**src/include/nvm_bridge_cfg.svh**
```systemverilog
// Function
// Store accessed only in whole 16-byte pages
// Store has configuration, user and feature sectors
// Priority: JTAG, slave SPI, I2C, then bus
// Transparent enable suspends power, reset, SPI, I2C
// Disable then bypass restores suspended features
// Host sets connection enable around each command
// FIFO reset bit holds FIFOs while set
// Transmit write sends byte to configuration logic
// Receive register shows byte from configuration logic
// Status bit 7 shows connection active
// Status bits 5..2 show FIFO states
// Status bit 1: slave SPI preempts bridge
// Status bit 0: I2C port preempts bridge
// Enabled flags latch, host clears by writing 1
// Enable register gates each source
// Host writes reserved bits as zero
// Source register ORs each block's status
// Host sends all bytes through transmit register
// Host disables interface only when not busy
// Bridge raises request when any status set
`ifndef NVM_BRIDGE_CFG_SVH
`define NVM_BRIDGE_CFG_SVH
// ====================
// Register offsets
`define REG_CONTROL      8'h70
`define REG_TX_BYTE      8'h71
`define REG_STATUS       8'h72
`define REG_RX_BYTE      8'h73
`define REG_IRQ_STATUS   8'h74
`define REG_IRQ_ENABLE   8'h75
`define REG_UNUSED       8'h76
`define REG_IRQ_SOURCE   8'h77
// ====================
// Field positions
`define BIT_CONN_ENABLE  7
`define BIT_FIFO_RESET   6
`define BIT_CONN_ACTIVE  7
`define BIT_SRC_BRIDGE   4
`define IRQ_MSB          5
// ====================
// Reset values, sizes and command bytes
`define RESET_BYTE       8'h00
`define PAGE_BYTES       16
`define CMD_ENABLE_X     8'h74
`define CMD_DISABLE      8'h26
`define CMD_BYPASS       8'hff
`endif

```
**src/include/nvm_bridge_pkg.sv**
```systemverilog
package nvm_bridge_pkg;
  // Flags of the bridge, in status bit order 5..0
  typedef struct packed {
    logic tx_empty;
    logic tx_full;
    logic rx_empty;
    logic rx_full;
    logic slave_spi_busy_flag;
    logic i2c_port_busy_flag;
  } flags_t;
  // Ports competing for the store, highest first
  typedef struct packed {
    logic jtag;
    logic slave_spi;
    logic i2c;
  } ports_t;
  // Suspend tracking of transparent mode
  typedef enum logic [1:0] {
    SUS_IDLE    = 2'b00,
    SUS_ACTIVE  = 2'b01,
    SUS_CLOSING = 2'b11
  } sus_state_t;
endpackage

```
**src/nvm_byte_fifo.sv**
```systemverilog
`timescale 1ns/1ps
`default_nettype none
module nvm_byte_fifo #(
  parameter int DEPTH = 16
) (
  // Clock and reset
  input  wire logic       sys_clk_i,
  input  wire logic       rst_n_i,
  input  wire logic       clear_i,
  // Fill side
  input  wire logic       wr_valid_i,
  input  wire logic [7:0] wr_data_i,
  output logic            wr_ready_o,
  // Drain side
  output logic            rd_valid_o,
  output logic [7:0]      rd_data_o,
  input  wire logic       rd_ready_i,
  // Levels
  output logic            empty_o,
  output logic            full_o
);
  localparam int AW = $clog2(DEPTH);
  logic [7:0]  mem [DEPTH];
  logic [AW:0] wp_r;
  logic [AW:0] rp_r;
  wire do_wr = wr_valid_i && !full_o;
  wire do_rd = rd_ready_i && !empty_o;
  // Levels from pointer compare
  assign empty_o    = (wp_r == rp_r);
  assign full_o     = (wp_r[AW-1:0] == rp_r[AW-1:0]) && (wp_r[AW] != rp_r[AW]);
  assign wr_ready_o = !full_o;
  assign rd_valid_o = !empty_o;
  assign rd_data_o  = mem[rp_r[AW-1:0]];
  // Storage
  always_ff @(posedge sys_clk_i) begin
    if (do_wr) mem[wp_r[AW-1:0]] <= wr_data_i;
  end
  // Pointers, cleared while held in reset
  always_ff @(posedge sys_clk_i or negedge rst_n_i) begin
    if (!rst_n_i) begin
      wp_r <= '0;
      rp_r <= '0;
    end else if (clear_i) begin
      wp_r <= '0;
      rp_r <= '0;
    end else begin
      if (do_wr) wp_r <= wp_r + 1'b1;
      if (do_rd) rp_r <= rp_r + 1'b1;
    end
  end
endmodule
`default_nettype wire

```
**src/nvm_port_arbiter.sv**
```systemverilog
`timescale 1ns/1ps
`default_nettype none
module nvm_port_arbiter (
  // Clock and reset
  input  wire logic                   sys_clk_i,
  input  wire logic                   rst_n_i,
  // Competing ports
  input  wire nvm_bridge_pkg::ports_t req_i,
  input  wire logic                   bridge_req_i,
  // Grant to bridge and preemption flags
  output logic                        bridge_grant_o,
  output logic                        spi_preempt_o,
  output logic                        i2c_preempt_o
);
  // Fixed priority, higher ports block lower
  wire grant_nxt = bridge_req_i && !req_i.jtag && !req_i.slave_spi && !req_i.i2c;
  wire spi_nxt   = bridge_req_i && !req_i.jtag && req_i.slave_spi;
  wire i2c_nxt   = bridge_req_i && !req_i.jtag && !req_i.slave_spi && req_i.i2c;
  // Registered grant
  always_ff @(posedge sys_clk_i or negedge rst_n_i) begin
    if (!rst_n_i) begin
      bridge_grant_o <= 1'b0;
      spi_preempt_o  <= 1'b0;
      i2c_preempt_o  <= 1'b0;
    end else begin
      bridge_grant_o <= grant_nxt;
      spi_preempt_o  <= spi_nxt;
      i2c_preempt_o  <= i2c_nxt;
    end
  end
endmodule
`default_nettype wire

```
**src/nvm_config_bus_bridge.sv**
```systemverilog
`timescale 1ns/1ps
`default_nettype none
`include "nvm_bridge_cfg.svh"
module nvm_config_bus_bridge #(
  parameter int FIFO_DEPTH = `PAGE_BYTES
) (
  // Clock and reset
  input  wire logic                   sys_clk_i,
  input  wire logic                   rst_n_i,
  // Byte-wide bus slave
  input  wire logic                   wb_cyc_i,
  input  wire logic                   wb_stb_i,
  input  wire logic                   wb_we_i,
  input  wire logic [7:0]             wb_adr_i,
  input  wire logic [7:0]             wb_dat_i,
  output logic [7:0]                  wb_dat_o,
  output logic                        wb_ack_o,
  // Competing ports
  input  wire nvm_bridge_pkg::ports_t port_req_i,
  // Configuration logic byte streams
  output logic                        cfg_tx_valid_o,
  output logic [7:0]                  cfg_tx_data_o,
  input  wire logic                   cfg_tx_ready_i,
  input  wire logic                   cfg_rx_valid_i,
  input  wire logic [7:0]             cfg_rx_data_i,
  output logic                        cfg_rx_ready_o,
  output logic                        cfg_frame_o,
  // Other embedded blocks' interrupt levels
  input  wire logic                   timer_source_i,
  input  wire logic                   spi_source_i,
  input  wire logic                   secondary_i2c_source_i,
  input  wire logic                   primary_i2c_source_i,
  // Interrupt request and suspend of features
  output logic                        irq_o,
  output logic                        suspend_o
);
  // ====================
  // Registers
  logic [7:0]             control_r;
  logic [7:0]             rx_byte_r;
  logic [`IRQ_MSB:0]      irq_status_r;
  logic [`IRQ_MSB:0]      irq_enable_r;
  logic [7:0]             rd_data_r;
  logic                   ack_r;
  logic                   tx_push_r;
  logic [7:0]             tx_hold_r;
  logic [2:0]             cmd_pos_r;
  logic [7:0]             cmd_byte_r;
  nvm_bridge_pkg::sus_state_t sus_r;
  nvm_bridge_pkg::sus_state_t sus_nxt;
  logic                   suspend_r;
  logic                   tx_fifo_valid;
  logic [7:0]             tx_fifo_data;
  logic                   tx_empty;
  logic                   tx_full;
  logic                   rx_empty;
  logic                   rx_full;
  logic                   rx_out_valid;
  logic [7:0]             rx_out_data;
  logic                   grant;
  logic                   spi_pre;
  logic                   i2c_pre;
  logic                   irq_r;
  nvm_bridge_pkg::flags_t flags;

  // ====================
  // Address decode
  wire access     = wb_cyc_i && wb_stb_i && !ack_r;
  wire wr_access  = access && wb_we_i;
  wire rd_access  = access && !wb_we_i;
  wire hit_ctrl   = (wb_adr_i == `REG_CONTROL);
  wire hit_tx     = (wb_adr_i == `REG_TX_BYTE);
  wire hit_rx     = (wb_adr_i == `REG_RX_BYTE);
  wire hit_irq    = (wb_adr_i == `REG_IRQ_STATUS);
  wire hit_en     = (wb_adr_i == `REG_IRQ_ENABLE);
  wire conn_en    = control_r[`BIT_CONN_ENABLE];
  wire fifo_clr   = control_r[`BIT_FIFO_RESET];
  wire conn_act   = conn_en && grant;
  wire rx_pop     = rd_access && hit_rx;

  // ====================
  // FIFOs and arbiter
  nvm_byte_fifo #(.DEPTH(FIFO_DEPTH)) u_tx_fifo (
    .sys_clk_i  (sys_clk_i),
    .rst_n_i    (rst_n_i),
    .clear_i    (fifo_clr),
    .wr_valid_i (tx_push_r),
    .wr_data_i  (tx_hold_r),
    .wr_ready_o (),
    .rd_valid_o (tx_fifo_valid),
    .rd_data_o  (tx_fifo_data),
    .rd_ready_i (cfg_tx_ready_i && conn_act),
    .empty_o    (tx_empty),
    .full_o     (tx_full)
  );
  nvm_byte_fifo #(.DEPTH(FIFO_DEPTH)) u_rx_fifo (
    .sys_clk_i  (sys_clk_i),
    .rst_n_i    (rst_n_i),
    .clear_i    (fifo_clr),
    .wr_valid_i (cfg_rx_valid_i && conn_act),
    .wr_data_i  (cfg_rx_data_i),
    .wr_ready_o (cfg_rx_ready_o),
    .rd_valid_o (rx_out_valid),
    .rd_data_o  (rx_out_data),
    .rd_ready_i (rx_pop),
    .empty_o    (rx_empty),
    .full_o     (rx_full)
  );
  nvm_port_arbiter u_arb (
    .sys_clk_i      (sys_clk_i),
    .rst_n_i        (rst_n_i),
    .req_i          (port_req_i),
    .bridge_req_i   (conn_en),
    .bridge_grant_o (grant),
    .spi_preempt_o  (spi_pre),
    .i2c_preempt_o  (i2c_pre)
  );

  // ====================
  // Flags and interrupt sources
  assign flags.tx_empty            = tx_empty;
  assign flags.tx_full             = tx_full;
  assign flags.rx_empty            = rx_empty;
  assign flags.rx_full             = rx_full;
  assign flags.slave_spi_busy_flag = spi_pre;
  assign flags.i2c_port_busy_flag  = i2c_pre;
  wire [`IRQ_MSB:0] flag_vec  = flags;
  wire [`IRQ_MSB:0] irq_set   = flag_vec & irq_enable_r;
  wire [`IRQ_MSB:0] irq_clr   = (wr_access && hit_irq) ? wb_dat_i[`IRQ_MSB:0] : '0;
  wire [`IRQ_MSB:0] irq_nxt   = irq_set | (irq_status_r & ~irq_clr);
  wire              bridge_int = |irq_status_r;
  wire [7:0] status_byte = {conn_act, 1'b0, flag_vec};
  wire [7:0] source_byte = {3'b000, bridge_int, timer_source_i, spi_source_i,
                            secondary_i2c_source_i, primary_i2c_source_i};

  // ====================
  // Read mux, unmapped and write-only read as zero
  wire [7:0] rd_mux =
    hit_ctrl ? control_r :
    (wb_adr_i == `REG_STATUS) ? status_byte :
    hit_rx ? (rx_out_valid ? rx_out_data : rx_byte_r) :
    hit_irq ? {2'b00, irq_status_r} :
    hit_en ? {2'b00, irq_enable_r} :
    (wb_adr_i == `REG_IRQ_SOURCE) ? source_byte : `RESET_BYTE;

  // ====================
  // Command tracking for transparent mode suspend
  wire tx_take = tx_fifo_valid && cfg_tx_ready_i && conn_act;
  wire cmd_first = tx_take && (cmd_pos_r == 3'd0);
  always_comb begin
    sus_nxt = sus_r;
    case (sus_r)
      nvm_bridge_pkg::SUS_IDLE:
        if (cmd_first && tx_fifo_data == `CMD_ENABLE_X) sus_nxt = nvm_bridge_pkg::SUS_ACTIVE;
      nvm_bridge_pkg::SUS_ACTIVE:
        if (cmd_first && tx_fifo_data == `CMD_DISABLE) sus_nxt = nvm_bridge_pkg::SUS_CLOSING;
      nvm_bridge_pkg::SUS_CLOSING:
        if (cmd_first) begin
          if (tx_fifo_data == `CMD_BYPASS) sus_nxt = nvm_bridge_pkg::SUS_IDLE;
          else sus_nxt = nvm_bridge_pkg::SUS_CLOSING;
        end
      default:
        sus_nxt = nvm_bridge_pkg::SUS_IDLE;
    endcase
  end

  // ====================
  // Bus registers
  always_ff @(posedge sys_clk_i or negedge rst_n_i) begin
    if (!rst_n_i) begin
      control_r    <= `RESET_BYTE;
      irq_enable_r <= '0;
      irq_status_r <= '0;
    end else begin
      if (wr_access && hit_ctrl)
        control_r <= {wb_dat_i[`BIT_CONN_ENABLE], wb_dat_i[`BIT_FIFO_RESET], 6'b000000};
      if (wr_access && hit_en) irq_enable_r <= wb_dat_i[`IRQ_MSB:0];
      irq_status_r <= irq_nxt;
    end
  end

  // Transmit write capture and bus answer
  always_ff @(posedge sys_clk_i or negedge rst_n_i) begin
    if (!rst_n_i) begin
      ack_r     <= 1'b0;
      rd_data_r <= `RESET_BYTE;
      tx_push_r <= 1'b0;
      tx_hold_r <= `RESET_BYTE;
    end else begin
      ack_r     <= access;
      rd_data_r <= rd_access ? rd_mux : rd_data_r;
      tx_push_r <= wr_access && hit_tx && !fifo_clr;
      tx_hold_r <= (wr_access && hit_tx) ? wb_dat_i : tx_hold_r;
    end
  end

  // Last received byte, held for reads on empty
  always_ff @(posedge sys_clk_i or negedge rst_n_i) begin
    if (!rst_n_i) rx_byte_r <= `RESET_BYTE;
    else if (rx_pop && rx_out_valid) rx_byte_r <= rx_out_data;
  end

  // Command framing: position restarts when enable drops
  always_ff @(posedge sys_clk_i or negedge rst_n_i) begin
    if (!rst_n_i) begin
      cmd_pos_r  <= 3'd0;
      cmd_byte_r <= `RESET_BYTE;
    end else if (!conn_en) begin
      cmd_pos_r  <= 3'd0;
    end else if (tx_take) begin
      cmd_pos_r  <= (cmd_pos_r == 3'd7) ? cmd_pos_r : cmd_pos_r + 3'd1;
      cmd_byte_r <= cmd_first ? tx_fifo_data : cmd_byte_r;
    end
  end

  // Suspend state and outputs
  always_ff @(posedge sys_clk_i or negedge rst_n_i) begin
    if (!rst_n_i) begin
      sus_r     <= nvm_bridge_pkg::SUS_IDLE;
      suspend_r <= 1'b0;
      irq_r     <= 1'b0;
    end else begin
      sus_r     <= sus_nxt;
      suspend_r <= (sus_nxt != nvm_bridge_pkg::SUS_IDLE);
      irq_r     <= |irq_nxt;
    end
  end

  // ====================
  // Output drive
  assign wb_ack_o       = ack_r;
  assign wb_dat_o       = rd_data_r;
  assign cfg_tx_valid_o = tx_fifo_valid && conn_act;
  assign cfg_tx_data_o  = tx_fifo_data;
  assign cfg_frame_o    = conn_act;
  assign irq_o          = irq_r;
  assign suspend_o      = suspend_r;
endmodule
`default_nettype wire

```
**config.mk**
```make
export PLATFORM = sky130hd
export DESIGN_NAME = nvm_config_bus_bridge
export DESIGN_NICKNAME = d
export VERILOG_FILES = /design/src/include/nvm_bridge_pkg.sv /design/src/nvm_byte_fifo.sv /design/src/nvm_port_arbiter.sv /design/src/nvm_config_bus_bridge.sv
export VERILOG_INCLUDE_DIRS = /design/src /design/src/include
export SDC_FILE = /design/constraint.sdc
export NUM_CORES = 1
export LEC_CHECK = 0
export BUFFER_PORTS_ARGS = -buffer_cell sky130_fd_sc_hd__buf_2
export CORE_ASPECT_RATIO = 0.7
export CORE_UTILIZATION = 55
export CTS_CLUSTER_SIZE = 30
export DETAILED_ROUTE_END_ITERATION = 12
export PLACE_DENSITY_LB_ADDON = 0.05
export RECOVER_POWER = 50
export SLEW_MARGIN = 25
export SYNTH_ARGS = -nofsm -noshare
export SYNTH_HDL_FRONTEND = slang
export SYNTH_SLANG_ARGS = --single-unit
```
**constraint.sdc**
```tcl
create_clock -name sys_clk_i -period 2.4 [get_ports sys_clk_i]
set_input_delay 0.72 -clock sys_clk_i [delete_from_list [all_inputs] [get_ports sys_clk_i]]
set_output_delay 0.72 -clock sys_clk_i [all_outputs]
set_load 0.01 [all_outputs]
```
==> impl_results.md, run 1 <==
* Pre-Repair DR Iteration Count at 5
* Nets at 1,033
* Syn Inst Count at 791
* Primary FF master, synth: edfxtp_1
* Power per cell area at 712 nW/µm²
* Rel. slew slack at 28.0%
* Origin of the worst setup path: u_tx_fifo.rp_r[1]
* Initial antenna violation count at 0
* DRT iter0 DRCs at 777
* Hold Crit Start: port_req_i[0]
* Synth area leader: edfxtp_1
* HP Class: in -> reg
* Slew @ Worst Pin at 1.08 ns
* Die height at 134 µm
* CTS tree: built
* Detail Route Antenna Nets at 0
* Status: finished, violations left
* Placement row count at 47
* Avg Cell Area, Syn at 17.3 µm²
* Synth unique cells at 68
* Cts bufs inserted at 31
* Clock skew at 0.0131 ns
* Final GP Congestion at 0.931
* Mapped cell area at 13,600 µm²
* Clock tree buffer depth at 3
* Min Tclk post-route at 2.99 ns
* Crit path launch type: register
* Crit path arrival time at 2.27 ns
* Tot Pwr at 12,000 µW
* RR Endpoint: sus_r[0]
* Hold violation total from the final report at 0
* Synth top area share at 56.3%
* Worst skew pair latency at 0.56 ns
* Final worst setup slack at -0.585 ns
* VDD IR max at 0.000668 V
* Crit share post-route at 124%
* Net Count, Synth at 842
* # DRC at 0
* Routed wire length at 31,900 µm
* Core Region at 24,000 µm²
* Die Width at 190 µm
* Drt via density at 6.04
* Gr ovfl total at 0
* Yosys reg bits at 326
* DIE AREA at 25,500 µm²
* Placed inst area at 15,100 µm²
* Hold depth at 2
* Leakage at 0.00592 µW
* Seq/Total Area, Yosys at 69.2%
* Vias at 8,005
* Total track usage at 25.8%
* CP Class: reg -> out
* CTS root buf: clkbuf_16
* Largest net degree at the start of global routing at 42
* # setup viols final at 14
* Fmax achieved at 0.335 GHz
* First-pass GRT wire length at 48,200 µm
* Crit path max fanout at 6
* Synth-to-layout area growth at 23.0%
* Maxcap violations at 0
* Proportion of layout cells with a drive suffix above 1 at 38.8%
* Failing checks: negative setup slack
* Worst R2R Start: u_tx_fifo.rp_r[1]
* Mean routed wirelength per cell at 24.0 µm
* Flop-to-flop setup slack at -0.36 ns
* Reg clk slew, reported paths at 0.07 ns
* Post-synth ARST share at 21.5%
* Sink Count at 326
* Post-route cell area at 16,800 µm²
* Critical Path RT at 1.68 ns
* Vias in the first global route at 8,046
* Number of port buffers at 59
* Post-DP HPWL at 22,200 µm
* Post-synth EDFFs at 256
* Final Max Tran Viols at 0
* Initial Util at 56.9%
* Fillcell total at 1,558
* Synth Warn # at 0
* IO Pins at 60
* Unrepaired setup endpoints after global routing: true
* Worst-case reg-to-reg path depth at 10
* CP Capture Type: primary output
* Main area contributors after synthesis: edfxtp_1 56%, dfrtp_1 13%, mux4_2 9.7%, mux2_2 1.9%, mux2i_1 1.6%
* Hold worst-path end: u_arb.bridge_grant_o
* H-tree Lvls at 1
* CTS Hold Bufs at 0
[power breakdown]
part | total, µW | leakage (µW) | internal, µW | switching [µW]
registers | 6140 | 0.00310 | 6100 | 38.4
clock network | 4950 | 0.000508 | 2870 | 2080
logic | 873 | 0.00232 | 399 | 475
total | 12000 | 0.00592 | 9360 | 2590
[sequential cells by signal, summed over array words and instances (netlist names), 6 cells and up]
signal,flops
tx_hold_r,8
irq_enable_r,6
wb_dat_o,8
u_tx_fifo.mem,128
irq_status_r,6
rx_byte_r,8
u_rx_fifo.mem,128
[Yosys cell counts, types with 11 or more instances]
| cell | instances |
|---|---|
| nand2_1 | 49 |
| clkbuf_1 | 14 |
| mux2_2 | 23 |
| nand4_1 | 16 |
| inv_1 | 17 |
| a21oi_1 | 14 |
| nor2_1 | 49 |
| mux4_2 | 59 |
| dfrtp_1 | 70 |
| mux2i_1 | 22 |
| edfxtp_1 | 256 |
| and2_1 | 19 |
| xnor2_1 | 14 |
| o21ai_0 | 11 |
| ha_1 | 13 |
[worst max-delay path by stage]
stage | to | cells past startpoint
global route | cfg_tx_data_o[5] | 4
global placement | cfg_tx_data_o[1] | 6
CTS | cfg_tx_data_o[5] | 5
finish | cfg_tx_data_o[5] | 4
floorplan | irq_enable_r[0] | 5
detailed placement | sus_r[0] | 7
[critical path: stages (launching register included)]
cell     delay (ns)
dfrtp_2        0.47
mux4_1         0.61
a22o_1         0.25
or2_4          0.26
buf_6          0.12
[cell usage in the layout (no fill, tap or decap), types with 13 or more instances in the layout]
cell type  count
edfxtp_1     256
buf_4         99
mux4_2        65
dfrtp_1       65
nand2_1       47
buf_2         47
nor2_1        45
clkbuf_16     32
mux2i_1       20
mux2_2        20
buf_6         19
inv_1         16
nand4_1       16
clkbuf_1      15
buf_12        15
xnor2_1       13
a21oi_1       13
ha_1          13
[stage by stage]
| stage | cells | hold slack (ns) | util [%] | setup TNS, ns | setup slack, ns |
|---|---|---|---|---|---|
| after global routing | 1325 | 0.318 | 70.0 | -8.07 | -0.664 |
| after detailed placement | 1233 | 0.470 | 62.8 | -3.53 | -0.239 |
| after floorplan | 791 | 0.424 | - | -0.503 | -0.0652 |
| after CTS | 1313 | 0.162 | 68.9 | -5.45 | -0.589 |
| after global placement | 1233 | 0.462 | 62.8 | -1.18 | -0.112 |
| final | 1326 | 0.327 | 70.0 | -5.68 | -0.585 |
[area by class of cell]
| cell class | count | area, µm² | share of cell area, % |
|---|---|---|---|
| Sequential cell | 326 | 9450 | 56.3 |
| Multi-Input combinational cell | 411 | 4220 | 25.1 |
| Timing Repair Buffer | 195 | 1610 | 9.62 |
| Clock buffer | 42 | 867 | 5.17 |
| Tap cell | 318 | 398 | 2.37 |
| Clock inverter | 16 | 179 | 1.07 |
| Inverter | 17 | 63.8 | 0.380 |
| Antenna cell | 1 | 2.50 | 0.0149 |
[metal layers]
metal	GRT usage [%]	vias up	wire length [µm]
li1	-	3489	-
met5	0	-	0
met1	42.9	4112	14900
met4	4.89	0	541
met3	4.95	45	3090
met2	35.7	359	13400
[cells by family (layout without fill, tap and decap cells)]
logic type | count (synthesis) | count (layout) | synth area share (%)
flip-flops | 326 | 326 | 69.2
buffers and inverters | 54 | 270 | 2.10
AND/OR/NAND/NOR | 188 | 188 | 7.29
adder cells (fa/ha/maj) | 13 | 13 | 1.19
other | 0 | 1 | 0
AO/OA/AOI/OAI | 74 | 74 | 4.00
multiplexers | 111 | 111 | 14.6
XOR/XNOR | 25 | 25 | 1.66
[timing repair]
action / CTS / global route
resized for setup: 58 / 47
cloned: 1 / 1
pin swaps: 12 / 16
setup endpoints to repair: 39 / 137
buffers inserted: 23 / 13
Note: power is estimated with default switching activity, not from simulation.
==> run 2, diff against run 1 <==
CAP_MARGIN = 5   (was not set)
CORE_UTILIZATION = 61   (was 55)
clock period = 3.2 ns   (was 2.4 ns; I/O delays follow)
==> run 2 against run 1 <==
Against the previous run: the flow finishes with violations (max-capacitance violations, max-slew violations, negative setup slack); sequential share of layout area grew 3.8 points; critical path depth grew 2; flip-flop and latch count is the same; critical path type unchanged; critical endpoint unchanged.
==> impl_results.md, run 2 (same netlist as run 1, synthesis figures left out) <==
* Post-Layout Cell Count at 1,217
* Worst R2R Start: u_tx_fifo.rp_r[0]
* Critical Path RT at 2.24 ns
* H-tree Lvls at 1
* CTS root buf: clkbuf_16
* RR Endpoint: suspend_o
* Final Max Tran Viols at 71
* Min Tclk post-route at 3.25 ns
* Flop-to-flop setup slack at 0.48 ns
* Critical-path cell list: buf_12 > mux4_2 > and2_4 > o21ba_4 > or2_4 > buf_6
* Final core utilization at 72.1%
* Most frequent cells in the layout: 256 x edfxtp_1, 66 x dfrtp_1, 64 x mux4_2
* Synth-to-layout area growth at 15.2%
* Crit path to: cfg_tx_data_o[5]
* Placement row count at 45
* Hold WS at 0.490 ns
* First-pass GRT wire length at 46,000 µm
* Worst skew pair latency at 0.55 ns
* Crit path max fanout at 4
* Die height at 127 µm
* CTS Hold Bufs at 0
* Number of port buffers at 59
* Reg clk slew, reported paths at 0.07 ns
* DIE AREA at 23,000 µm²
* Post-DP HPWL at 20,200 µm
* Crit-path slowest cell: mux4_2
* # setup viols final at 2
* Routed wire length at 30,400 µm
* DRT iter0 DRCs at 895
* Leakage at 0.00543 µW
* Clock tree buffer depth at 3
* Initial Util at 62.6%
* Fmax achieved at 0.308 GHz
* Commonest non-fill, non-tap cell in the layout: edfxtp_1
* WP buf/inv at 2
* CTS tree: built
* Initial antenna violation count at 0
* Failing checks: max-capacitance violations, max-slew violations, negative setup slack
* Met1 Use GR at 44.2%
* Detail Route Antenna Nets at 0
* Largest net degree at the start of global routing at 71
* Clock skew at 0.0105 ns
* Gr busiest metal: met1
* Core Region at 21,800 µm²
* Pre-Repair DR Iteration Count at 5
* M2 GR Usage at 37.8%
* Tot Pwr at 8500 µW
* WP depth at 6
* Power per cell area at 541 nW/µm²
* Status: finished, violations left
* # DRC at 0
* CP Class: reg -> out
* Dpl ws at 0.254 ns
* Die Width at 181 µm
* VDD IR max at 0.000545 V
* Mean routed wirelength per cell at 25.0 µm
* Vias in the first global route at 7,689
* Slowest stage delay, CP at 0.49 ns
* Crit share post-route at 102%
* Nets at 962
* Slew @ Worst Pin at 1.81 ns
* Hold violation total from the final report at 0
* CP Capture Type: primary output
* Vias at 7,744
* Final worst setup slack at -0.0487 ns
* Met3 usage at 5.62%
* Cts bufs inserted at 30
* HP Class: reg -> reg
* Largest delay contributor family on the critical path: multiplexers
* IO Pins at 60
* Drt via density at 6.36
* Total track usage at 26.9%
* Proportion of layout cells with a drive suffix above 1 at 30.3%
* Rel. slew slack at -20.5%
* Unrepaired setup endpoints after global routing: true
* Worst-case reg-to-reg path depth at 10
* Final GP Congestion at 0.925
* Sink Count at 326
* Fillcell total at 1,362
* Gr ovfl total at 0
* Number of antenna diodes at 0
* Maxcap violations at 1
* Origin of the worst setup path: u_tx_fifo.rp_r[1]
* Dpl cells at 1,140
* Crit path launch type: register
* Crit path arrival time at 2.29 ns
==> run 2: report_power, final <==
part | switching (µW) | leakage (µW) | total, µW | internal [µW]
clock network | 1490 | 0.000455 | 3340 | 1850
logic | 308 | 0.00188 | 542 | 234
registers | 40.5 | 0.00310 | 4610 | 4570
total | 1840 | 0.00543 | 8500 | 6660
==> run 2: metrics by stage <==
| step | TNS, ns | area, µm² |
|---|---|---|
| floorplan | 0 | 13600 |
| global placement | 0 | 14400 |
| detailed placement | 0 | 14400 |
| CTS | -0.0681 | 15600 |
| global route | -0.615 | 15700 |
| finish | -0.0802 | 15700 |
==> run 2: how the worst min path moves through the flow <==
| stage | cells after the start | to | startpoint |
|---|---|---|---|
| 2_1_floorplan | 2 | rx_byte_r[5] | rx_byte_r[5] |
| 3_3_place_gp | 2 | rx_byte_r[6] | rx_byte_r[6] |
| 3_5_place_dp | 2 | rx_byte_r[6] | rx_byte_r[6] |
| 4_1_cts | 2 | rx_byte_r[6] | rx_byte_r[6] |
| 5_1_grt | 2 | rx_byte_r[6] | rx_byte_r[6] |
| 6_report | 2 | rx_byte_r[6] | rx_byte_r[6] |
==> run 2: area by class of cell <==
class                   count  area, µm²  area share (%)
flip-flops and latches    326       9450            60.1
multi-input cells         411       4000            25.4
repair buffers            125        938            5.97
clock buffers              44        813            5.17
well taps                 282        353            2.24
clock inverters            12        103           0.653
inverters                  17       63.8           0.406
==> run 2: routing by layer <==
metal	vias to the layer above	wire length [µm]
met5	-	0
met4	0	465
met3	34	2920
met2	371	13100
met1	3988	13900
li1	3351	-
==> run 2: tightest hold or removal path: stages, from the launching register on <==
cell	delay, ns
dfrtp_1	0.35
nand2_1	0.05
nand2_1	0.05
==> run 2: timing repair <==
item                                    CTS  global route
pin swaps                                 2             7
gates resized for setup                  33            15
endpoints found under the setup margin    9            10
setup buffers                             9             9
cloned                                    2             1
